--- src/cic_defines.svh ---
// Constants for the contact input/output conditioning block
//
// Summary of operation
// - Board type code: 0 no board, 1 mixed board, 2 supervision board.
// - Mixed board: sixteen inputs; supervision board: eight plus supervision.
// - Every populated board drives eight outputs, numbered one to eight.
// - Inputs form groups A and B, each sharing one debounce time.
// - Changes shorter than the group debounce, 1 to 50 ms, are ignored.
// - Each input has its own delay, 0 to 60000 ms; zero means none.
// - Level inputs change after debounce time plus input delay time.
// - Positive and negative modes follow the filtered level after the delay.
// - Edge modes fire on a debounced change and skip the input delay.
// - An edge signal clears itself after exactly one logic scan cycle.
// - Positive output follows command, negative inverts; default positive.
// - Pulse output lasts its own pulse time, 0 to 60000 ms, default 10000.
// - Each output reports its physical contact activation.
// - The board reports a status flag for an anomaly or an absent board.
// - After reset debounce is 15 ms and every input is positive level.
`ifndef CIC_DEFINES_SVH
`define CIC_DEFINES_SVH

`define CIC_NUM_INPUTS 16
`define CIC_NUM_OUTPUTS 8
`define CIC_GROUP_SIZE 8

`define CIC_MS_NS 1000000
`define CIC_CLK_NS 4
`define CIC_MS_TICK_CYCLES ((`CIC_MS_NS + `CIC_CLK_NS - 1) / `CIC_CLK_NS)

`define CIC_DEB_MIN 6'h01
`define CIC_DEB_MAX 6'h32
`define CIC_DEB_DEFAULT 6'h0F
`define CIC_TIME_MAX 16'hEA60
`define CIC_DELAY_DEFAULT 16'h0000
`define CIC_PULSE_DEFAULT 16'h2710

`endif

--- src/cic_pkg.sv ---
// Types for the contact input/output conditioning block
package cic_pkg;
    typedef enum logic [1:0] {
        CIC_BOARD_NONE,
        CIC_BOARD_MIXED,
        CIC_BOARD_SUPERVISION_OPTION
    } cic_board_t;

    typedef enum logic [1:0] {
        CIC_IN_POS,
        CIC_IN_NEG,
        CIC_IN_POS_EDGE,
        CIC_IN_NEG_EDGE
    } cic_in_mode_t;

    typedef enum logic [1:0] {
        CIC_OUT_NORMAL,
        CIC_OUT_PULSE,
        CIC_OUT_LATCH
    } cic_out_type_t;
endpackage : cic_pkg

--- src/cic_chan_if.sv ---
// Interface between the top level and one input conditioning channel
`timescale 1ns/10ps
interface cic_chan_if;
    logic en;
    logic raw;
    logic tick;
    logic scan;
    logic [5:0] deb;
    logic [15:0] delay;
    cic_pkg::cic_in_mode_t mode;
    logic result;

    modport ctrl (output en, raw, tick, scan, deb, delay, mode, input result);
    modport chan (input en, raw, tick, scan, deb, delay, mode, output result);
endinterface : cic_chan_if

--- src/cic_input_chan.sv ---
// One contact input channel: debounce, delay and mode logic
`timescale 1ns/10ps
`include "cic_defines.svh"
module cic_input_chan (
    input wire logic clk,
    input wire logic reset,
    cic_chan_if.chan ch
);
    logic stable_reg, stable_next;
    logic [5:0] deb_cnt_reg, deb_cnt_next;
    logic level_reg, level_next;
    logic [15:0] dly_cnt_reg, dly_cnt_next;
    logic prev_reg, prev_next;
    logic pend_reg, pend_next;
    logic edge_reg, edge_next;
    logic result_reg, result_next;
    logic hit;

    always_comb begin
        stable_next = stable_reg;
        deb_cnt_next = deb_cnt_reg;
        level_next = level_reg;
        dly_cnt_next = dly_cnt_reg;
        // A change must survive the whole window or it is forgotten
        if (ch.raw == stable_reg) begin
            deb_cnt_next = 6'h00;
        end else if (ch.tick) begin
            if (6'(deb_cnt_reg + 6'h01) >= ch.deb) begin
                stable_next = ch.raw;
                deb_cnt_next = 6'h00;
            end else begin
                deb_cnt_next = 6'(deb_cnt_reg + 6'h01);
            end
        end
        // Delay starts only once debounce has settled, so the two add
        if (stable_reg == level_reg) begin
            dly_cnt_next = 16'h0000;
        end else if (dly_cnt_reg >= ch.delay) begin
            level_next = stable_reg;
            dly_cnt_next = 16'h0000;
        end else if (ch.tick) begin
            dly_cnt_next = 16'(dly_cnt_reg + 16'h0001);
        end
        prev_next = stable_reg;
        unique case (ch.mode)
            cic_pkg::CIC_IN_POS_EDGE: hit = stable_reg & ~prev_reg;
            cic_pkg::CIC_IN_NEG_EDGE: hit = ~stable_reg & prev_reg;
            default: hit = 1'b0;
        endcase
        // Edges are shown from one scan tick to the next
        pend_next = pend_reg | hit;
        edge_next = edge_reg;
        if (ch.scan) begin
            edge_next = pend_reg | hit;
            pend_next = 1'b0;
        end
        unique case (ch.mode)
            cic_pkg::CIC_IN_POS: result_next = level_reg;
            cic_pkg::CIC_IN_NEG: result_next = ~level_reg;
            cic_pkg::CIC_IN_POS_EDGE: result_next = edge_reg;
            cic_pkg::CIC_IN_NEG_EDGE: result_next = edge_reg;
        endcase
        if (!ch.en) begin
            result_next = 1'b0;
        end
    end

    always_ff @(posedge clk) begin
        if (reset) begin
            stable_reg <= 1'b0;
            deb_cnt_reg <= 6'h00;
            level_reg <= 1'b0;
            dly_cnt_reg <= 16'h0000;
            prev_reg <= 1'b0;
            pend_reg <= 1'b0;
            edge_reg <= 1'b0;
            result_reg <= 1'b0;
        end else begin
            stable_reg <= stable_next;
            deb_cnt_reg <= deb_cnt_next;
            level_reg <= level_next;
            dly_cnt_reg <= dly_cnt_next;
            prev_reg <= prev_next;
            pend_reg <= pend_next;
            edge_reg <= edge_next;
            result_reg <= result_next;
        end
    end

    assign ch.result = result_reg;
endmodule : cic_input_chan

--- src/cic_contact_io.sv ---
// Contact input/output conditioning for one plug-in I/O board
`timescale 1ns/10ps
`include "cic_defines.svh"
module cic_contact_io #(
    parameter int TICK_CYCLES = `CIC_MS_TICK_CYCLES
) (
    input wire logic clk,
    input wire logic reset,
    // Settings, captured on config_write
    input wire logic config_write,
    input wire logic [1:0] board_type,
    input wire logic [5:0] debounce_a,
    input wire logic [5:0] debounce_b,
    input wire logic [31:0] input_type,
    input wire logic [255:0] input_delay,
    input wire logic [7:0] output_negative,
    input wire logic [15:0] output_type,
    input wire logic [127:0] pulse_time,
    // Live signals
    input wire logic board_fault,
    input wire logic scan_tick,
    input wire logic [15:0] contact_inputs_raw,
    input wire logic [7:0] output_operate_command,
    input wire logic [7:0] output_latch_reset,
    output logic [15:0] contact_input_state,
    output logic [7:0] contact_output_drive,
    output logic [7:0] contact_output_state,
    output logic board_status
);
    localparam int NI = `CIC_NUM_INPUTS;
    localparam int NO = `CIC_NUM_OUTPUTS;

    // ------------------------------------------------------------
    // Setting clamps
    // ------------------------------------------------------------
    function automatic logic [15:0] clamp_time(input logic [15:0] t);
        clamp_time = (t > `CIC_TIME_MAX) ? `CIC_TIME_MAX : t;
    endfunction : clamp_time

    function automatic logic [5:0] clamp_deb(input logic [5:0] d);
        if (d < `CIC_DEB_MIN) begin
            clamp_deb = `CIC_DEB_MIN;
        end else if (d > `CIC_DEB_MAX) begin
            clamp_deb = `CIC_DEB_MAX;
        end else begin
            clamp_deb = d;
        end
    endfunction : clamp_deb

    // ------------------------------------------------------------
    // Setting registers
    // ------------------------------------------------------------
    cic_pkg::cic_board_t board_reg, board_next;
    logic [5:0] deb_a_reg, deb_a_next;
    logic [5:0] deb_b_reg, deb_b_next;
    cic_pkg::cic_in_mode_t mode_reg [NI], mode_next [NI];
    logic [15:0] delay_reg [NI], delay_next [NI];
    logic [7:0] neg_reg, neg_next;
    cic_pkg::cic_out_type_t otype_reg [NO], otype_next [NO];
    logic [15:0] pulse_reg [NO], pulse_next [NO];
    logic bad_type_reg, bad_type_next;

    always_comb begin
        board_next = board_reg;
        deb_a_next = deb_a_reg;
        deb_b_next = deb_b_reg;
        neg_next = neg_reg;
        bad_type_next = bad_type_reg;
        mode_next = mode_reg;
        delay_next = delay_reg;
        otype_next = otype_reg;
        pulse_next = pulse_reg;
        if (config_write) begin
            // Code 3 selects no board and is flagged as an anomaly
            bad_type_next = (board_type == 2'h3);
            board_next = bad_type_next ? cic_pkg::CIC_BOARD_NONE
                : cic_pkg::cic_board_t'(board_type);
            deb_a_next = clamp_deb(debounce_a);
            deb_b_next = clamp_deb(debounce_b);
            neg_next = output_negative;
            for (int i = 0; i < NI; i++) begin
                mode_next[i] = cic_pkg::cic_in_mode_t'(input_type[2*i +: 2]);
                delay_next[i] = clamp_time(input_delay[16*i +: 16]);
            end
            for (int j = 0; j < NO; j++) begin
                // Unused type code falls back to normal
                otype_next[j] = (output_type[2*j +: 2] == 2'h3)
                    ? cic_pkg::CIC_OUT_NORMAL
                    : cic_pkg::cic_out_type_t'(output_type[2*j +: 2]);
                pulse_next[j] = clamp_time(pulse_time[16*j +: 16]);
            end
        end
    end

    always_ff @(posedge clk) begin
        if (reset) begin
            board_reg <= cic_pkg::CIC_BOARD_NONE;
            deb_a_reg <= `CIC_DEB_DEFAULT;
            deb_b_reg <= `CIC_DEB_DEFAULT;
            neg_reg <= 8'h00;
            bad_type_reg <= 1'b0;
            for (int i = 0; i < NI; i++) begin
                mode_reg[i] <= cic_pkg::CIC_IN_POS;
                delay_reg[i] <= `CIC_DELAY_DEFAULT;
            end
            for (int j = 0; j < NO; j++) begin
                otype_reg[j] <= cic_pkg::CIC_OUT_NORMAL;
                pulse_reg[j] <= `CIC_PULSE_DEFAULT;
            end
        end else begin
            board_reg <= board_next;
            deb_a_reg <= deb_a_next;
            deb_b_reg <= deb_b_next;
            neg_reg <= neg_next;
            bad_type_reg <= bad_type_next;
            mode_reg <= mode_next;
            delay_reg <= delay_next;
            otype_reg <= otype_next;
            pulse_reg <= pulse_next;
        end
    end

    // ------------------------------------------------------------
    // Millisecond tick
    // ------------------------------------------------------------
    logic [17:0] tick_cnt_reg, tick_cnt_next;
    logic tick_reg, tick_next;

    always_comb begin
        tick_next = (tick_cnt_reg == 18'(TICK_CYCLES - 1));
        tick_cnt_next = tick_next ? 18'h00000 : 18'(tick_cnt_reg + 18'h00001);
    end

    always_ff @(posedge clk) begin
        if (reset) begin
            tick_cnt_reg <= 18'h00000;
            tick_reg <= 1'b0;
        end else begin
            tick_cnt_reg <= tick_cnt_next;
            tick_reg <= tick_next;
        end
    end

    // ------------------------------------------------------------
    // Input channels
    // ------------------------------------------------------------
    logic present;
    logic [15:0] in_state;
    assign present = (board_reg != cic_pkg::CIC_BOARD_NONE);

    // On a supervision board the upper eight carry supervision signals,
    // conditioned exactly like the general inputs
    generate
        for (genvar g = 0; g < NI; g++) begin : g_in
            cic_chan_if ch ();
            assign ch.en = present;
            assign ch.raw = contact_inputs_raw[g];
            assign ch.tick = tick_reg;
            assign ch.scan = scan_tick;
            assign ch.deb = (g < `CIC_GROUP_SIZE)
                ? deb_a_reg : deb_b_reg;
            assign ch.delay = delay_reg[g];
            assign ch.mode = mode_reg[g];
            assign in_state[g] = ch.result;
            cic_input_chan u_chan (
                .clk(clk),
                .reset(reset),
                .ch(ch)
            );
        end
    endgenerate

    assign contact_input_state = in_state;

    // ------------------------------------------------------------
    // Output channels
    // ------------------------------------------------------------
    logic [7:0] act_reg, act_next;
    logic [7:0] latch_reg, latch_next;
    logic [7:0] cmd_prev_reg, cmd_prev_next;
    logic [15:0] ptimer_reg [NO], ptimer_next [NO];
    logic [7:0] drive_reg, drive_next;
    logic status_reg, status_next;

    always_comb begin
        act_next = 8'h00;
        latch_next = latch_reg;
        ptimer_next = ptimer_reg;
        cmd_prev_next = output_operate_command;
        for (int j = 0; j < NO; j++) begin
            // Set wins when operate and reset arrive together
            if (output_operate_command[j]) begin
                latch_next[j] = 1'b1;
            end else if (output_latch_reset[j]) begin
                latch_next[j] = 1'b0;
            end
            // Pulse starts on the rising command and ignores its length
            if (output_operate_command[j] && !cmd_prev_reg[j]) begin
                ptimer_next[j] = pulse_reg[j];
            end else if (tick_reg && ptimer_reg[j] != 16'h0000) begin
                ptimer_next[j] = 16'(ptimer_reg[j] - 16'h0001);
            end
            unique case (otype_reg[j])
                cic_pkg::CIC_OUT_NORMAL: begin
                    act_next[j] = output_operate_command[j];
                end
                cic_pkg::CIC_OUT_LATCH: act_next[j] = latch_next[j];
                cic_pkg::CIC_OUT_PULSE: begin
                    act_next[j] = (ptimer_next[j] != 16'h0000);
                end
            endcase
            if (otype_reg[j] != cic_pkg::CIC_OUT_LATCH) begin
                latch_next[j] = 1'b0;
            end
            if (!present) begin
                act_next[j] = 1'b0;
            end
        end
        drive_next = present ? (act_next ^ neg_reg) : 8'h00;
        status_next = !present || bad_type_reg || board_fault;
    end

    always_ff @(posedge clk) begin
        if (reset) begin
            act_reg <= 8'h00;
            latch_reg <= 8'h00;
            cmd_prev_reg <= 8'h00;
            drive_reg <= 8'h00;
            status_reg <= 1'b1;
            for (int j = 0; j < NO; j++) begin
                ptimer_reg[j] <= 16'h0000;
            end
        end else begin
            act_reg <= act_next;
            latch_reg <= latch_next;
            cmd_prev_reg <= cmd_prev_next;
            drive_reg <= drive_next;
            status_reg <= status_next;
            ptimer_reg <= ptimer_next;
        end
    end

    assign contact_output_drive = drive_reg;
    assign contact_output_state = drive_reg;
    assign board_status = status_reg;
endmodule : cic_contact_io

--- config.mk ---
export PLATFORM = sky130hd
export DESIGN_NAME = cic_contact_io
export DESIGN_NICKNAME = d
export VERILOG_FILES = /design/src/cic_pkg.sv /design/src/cic_chan_if.sv /design/src/cic_input_chan.sv /design/src/cic_contact_io.sv
export VERILOG_INCLUDE_DIRS = /design/src
export SDC_FILE = /design/constraint.sdc
export NUM_CORES = 2
export LEC_CHECK = 0
export BUFFER_PORTS_ARGS = -buffer_cell sky130_fd_sc_hd__buf_4
export CAP_MARGIN = 5
export CORE_ASPECT_RATIO = 1.1
export CORE_MARGIN = 2
export CORE_UTILIZATION = 47
export DETAILED_ROUTE_END_ITERATION = 10
export PLACE_DENSITY = 0.76
export SYNTH_ARGS = -nofsm -noshare
export SYNTH_HDL_FRONTEND = slang
export SYNTH_SLANG_ARGS = --single-unit
--- constraint.sdc ---
create_clock -name clk -period 3.09 [get_ports clk]
set_clock_uncertainty 0.15 [all_clocks]
set_input_delay 0.309 -clock clk [delete_from_list [all_inputs] [get_ports clk]]
set_output_delay 0.309 -clock clk [all_outputs]
set_load 0.05 [all_outputs]
# Yosys cells after proc, flatten, opt, wreduce, memory -nomap -nowiden
# Index checks and enable logic that the tools add are counted.
# word_totals
out_inout_bits	33
word_cells	839
reg_bits	1075
# op_classes
eq_ne	114
mux	133
order_cmp	60
n_reduce_logical	159
bitwise_logic	130
add_sub_neg	41
# op_table
cell	count
$mux 16	40
$gt 16x16->1 const B	24
$add 16x1->16 const B	16
$ge 16x16->1	16
$reduce_bool 16->1	16
$sub 16x1->16 const B	8
$mux 6	20
$eq 2x2->1 const B	49
$add 6x1->6 const B	16
$ge 6x6->1	16
$reduce_or 2->1	43
$not 1->1	81
$pmux 1 s3	24
$eq 2x1->1 const B	24
$logic_not 2->1	24
$reduce_and 3->1	16
$reduce_or 3->1	16
$and 1x1->1	32
$eq 1x1->1	32
$pmux 1 s2	16
$reduce_and 2->1	16
$mux 1	24
$add 18x1->18 const B	1
$eq 18x18->1 const B	1
10 further kinds	66

# Logic depth before layout (Yosys ltp)
# logic_depth
ltp_word	8
ltp_mapped	12
mapped_depth_nobuf	10

# By module
# A second synthesis with hierarchy kept.
# hier_totals
cells_unflattened	6975
area_unflattened_um2	57870.5
# modules_own_cells
mod	cells_per_inst	seq_area_each_um2	instances	area_per_inst_um2
cic_input_chan	211	560.5	16	1814.2
cic_contact_io	3599	12552.0	1	28842.7

# Worst setup path before layout
# Ideal clock, no wire load.
# synth_path
path_kind	register to register
startpoint	register ptimer_reg[81] (netlist name)
endpoint	register drive_reg[2], in the netlist contact_output_drive[2]
synth_period_minus_slack_ns	3.232
stages_incl_launch_ff	12
arrival_ns	2.960
n_path_buf	1
path_slack_ns	-0.142
required_time_ns	2.818
cell_sequence	dfxtp_1 -> inv_1 -> ha_1 -> or4bb_1 -> clkbuf_1 -> nor3_1 -> mux2_2 -> a211oi_1 -> o2111ai_2 -> nor4_1 -> mux2_1 -> a221o_1
# synth_via
elab_chain_len	8
elab_cells_between_ends	9
classes_between	add/sub (1); mux (4); bitwise (1); reduce/logical (3)
# synth_rtl
element	line_no	source
start: declaration	cic_contact_io.sv:181	logic [15:0] ptimer_reg [NO], ptimer_next [NO];
start signal: assignment	cic_contact_io.sv:239	ptimer_reg <= ptimer_next;
branches (longest 2 deep; another with $sub 16x1->16)	--	
$mux 16 *	cic_contact_io.sv:200	end else if (tick_reg && ptimer_reg[j] != 16'h0000) begin
$mux 16 *	cic_contact_io.sv:198	if (output_operate_command[j] && !cmd_prev_reg[j]) begin
$reduce_bool 16->1 *	cic_contact_io.sv:209	act_next[j] = (ptimer_next[j] != 16'h0000);
$pmux 1 s3 *	cic_contact_io.sv:203	unique case (otype_reg[j])
$mux 1 *	cic_contact_io.sv:215	if (!present) begin
$xor 8x8->8 *	cic_contact_io.sv:219	drive_next = present ? (act_next ^ neg_reg) : 8'h00;
end signal: assignment	cic_contact_io.sv:237	drive_reg <= drive_next;
end: declaration	cic_contact_io.sv:182	logic [7:0] drive_reg, drive_next;
# Mark *: on every way between the ends.
# A chain may end at the register's enable or synchronous reset.

# Worst setup path after layout
# layout_path
startpoint	register ptimer_reg[90] (netlist name)
endpoint	register drive_reg[2], in the netlist contact_output_drive[2]
# The elaborated chain is that of the path after synthesis.

==> flow_summary.toml <==
[cts]
cts-buffers-inserted = 114
cts.sinks = 1075
clockBufferDepth = 3
htreeDepth = 3
path_clk_slew_ns = 0.06
clk_latency_ns = 0.75
cts-root-buf = "clkbuf_16"
cts_tree = "built"

[synth]
synth-seq-cells = 1075
ys_seq_area_share_pct = 38.5
syn_avg_cell_area_um2 = 8.27
synth-warning-count = 0
synth_top_area_share_pct = 38.5
ys_types = 81
async_flop_share_pct = 0
synthTopCellsByCount = "dfxtp_1 (1075), nor2_1 (883), nand2_1 (630)"
yosysMostFrequentCell = "dfxtp_1"
synthTopCellsByArea = "dfxtp_1 (39%), ha_1 (9.3%), nor2_1 (5.9%), a21oi_1 (4.8%), nand2_1 (4.2%)"
syn_nets = 7659
syn-cell-area_um2 = 55900
synth_edf_count = 0
synth_cells = 6751
ys.flop_type = "dfxtp_1"
synth_top_area_cell = "dfxtp_1"

[pwr]
power_density_nw_per_um2 = 467
p_leak_nw = 30.3
ir_drop_mv = 0.479

[setup_path]
crit_type = "reg -> reg"
crit_family = "simple AND/OR/NAND/NOR gates"
critPathSlowestCell = "or4_4"
reg2reg_to = "contact_output_drive[2]$_SDFF_PP0_"
required_ns = 3.57
r2r_slack_ns = -0.1
crit_path_end_kind = "register"
critPathBufInv = 1
reg2reg_from = "ptimer_reg[90]$_SDFF_PP0_"
critPathLaunch = "ptimer_reg[90]$_SDFF_PP0_"
reg2reg_depth = 9
worstPathArrival_ns = 3.67
worstPathCellList = "or4_4 > or3_4 > or4_1 > a31o_1 > o2111ai_2 > nor4_4 > buf_4 > mux2_4 > a221o_1"
critPathMaxStageDelay_ns = 0.58
cp_max_fo = 5
cp-start-kind = "register"

[floorplanning]
dieArea_um2 = 122000
io_pins = 524
num_rows = 132
chipWidth_um = 333
fp.dieH_um = 366
start_util_pct = 47.4
coreArea_um2 = 118000

[routing]
drt_iter0_drc = 4382
vias = 54305
firstDrtPassIters = 8
wirelength_um = 176000
vias_per_cell = 5.66
antenna_left = 0
route.detailed.drc = 0
wl_per_cell_um = 18.4

[timing]
maxSlewViolCount = 0
final.period_utilization_pct = 103
fin_ws_ns = -0.0970
fmax_ghz = 0.314
finalSetupViolations = 1
final.setup.tns_ns = -0.0970
hold_viol_final = 0
tightest_slew_ns = 0.986
slew_headroom_pct = 34.3
rsz0062_at_grt = "yes"
period_minus_slack_ns = 3.19

[final_layout]
finalNetCount = 8835
final_layout_size_suffix_gt1_share_pct = 14.0
syn_to_final_growth_pct = 31.2
final_area_um2 = 73300
fill_cells = 9284

[global_route]
grtUsageTotal_pct = 27.8
antenna_found_initial = 32
grt_pass1_wl_um = 279000
grt_max_degree = 162
overflow = 0
grt_pass1_vias = 53698

[placed_design]
io_buffers = 523
hpwl_um = 113000
detailed_place.area_um2 = 62300
gp_congestion = 0.912

[hold_path]
min_path_type = "in -> reg"
hold_end = "board_status$_SDFF_PP1_"
whs_path_depth = 3
min_from = "board_fault"

[status]
status = "complete, but fails checks"
violations = "setup timing"

[run]
cap_violations = 0
[repair_timing]
action | CTS | global route
buffers inserted | 6 | 6
endpoints found under the setup margin | 14 | 189
hold buffers | 629 | 0
pin swaps | 8 | 29
gates cloned | 0 | 1
gates resized for setup | 25 | 74
endpoints found under the hold margin | 610 | 0
[layer usage]
layer	routed length [um]	GRT usage [%]
met2	82300	47.2
met5	149	0
met4	8620	14.3
met1	72600	34.0
met3	12500	4.56
[how the worst max path moves through the flow]
stage	endpoint	slack (ns)	cells past startpoint
floorplan	contact_output_drive[2]$_SDFF_PP0_	0.01	11
global placement	contact_output_drive[2]$_SDFF_PP0_	-0.23	12
detailed placement	contact_output_drive[2]$_SDFF_PP0_	-0.27	12
CTS	contact_output_drive[2]$_SDFF_PP0_	-0.04	12
global route	contact_output_drive[2]$_SDFF_PP0_	-0.18	10
finish	contact_output_drive[2]$_SDFF_PP0_	-0.1	9
[tightest hold or removal path, cell delays in order]
cell and delay, ns:
dlygate4sd3_1 0.55, buf_4 0.11, or3_1 0.08
[where the power goes]
part | switching [W] | internal, W | total [W] | leakage, nW
clock network | 0.00618 | 0.00867 | 0.0148 | 2.00
logic | 0.00240 | 0.00226 | 0.00466 | 19.6
registers | 0.000353 | 0.0144 | 0.0147 | 8.78
total | 0.00894 | 0.0253 | 0.0342 | 30.3
[kinds of logic (layout without fill, tap and decap cells)]
group	count (synthesis)	count (layout)	synth area share, %
compound gates	1240	1240	14.2
xor+xnor	407	407	6.38
fa+ha+maj	417	417	9.34
buf+inv	678	1956	4.73
flops	1075	1075	38.5
mux	169	169	3.07
other cells	0	21	0
simple gates	2765	2765	23.8
[layout make-up]
class	instances	area, um2	share of cell area [%]
well taps	1541	1930	2.63
diodes	21	52.6	0.0717
inverters	350	1320	1.81
clock inverters	76	937	1.28
flip-flops and latches	1075	21500	29.4
clock buffers	142	3130	4.27
multi-input cells	4998	32100	43.9
repair buffers	1388	12200	16.7
[layout by cell type (no fill, tap or decap), drive strengths merged, types with 104 or more instances in the layout]
cell	count
dfxtp	1075
mux2i	151
inv	358
nand2	630
o21ai	126
xor2	238
nor2	883
buf	758
xnor2	169
dlygate4sd3	629
a21oi	540
nor2b	104
a21o	205
nand3	453
ha	417
clkbuf	143
nand4	126
[stage by stage]
stage / utilization, % / total power (W) / hold slack (ns) / setup slack, ns / cells
6_report: 62.2 / 0.0342 / 0.188 / -0.0970 / 9591
2_1_floorplan: - / 0.0170 / 0.261 / 0.0115 / 6751
3_3_place_gp: 52.9 / 0.0186 / 0.280 / -0.233 / 8710
3_5_place_dp: 52.9 / 0.0186 / 0.276 / -0.272 / 8710
4_1_cts: 61.8 / 0.0341 / 0.100 / -0.0443 / 9563
5_1_grt: 62.2 / 0.0354 / 0.182 / -0.179 / 9583
(Power assumes the default switching activity.)
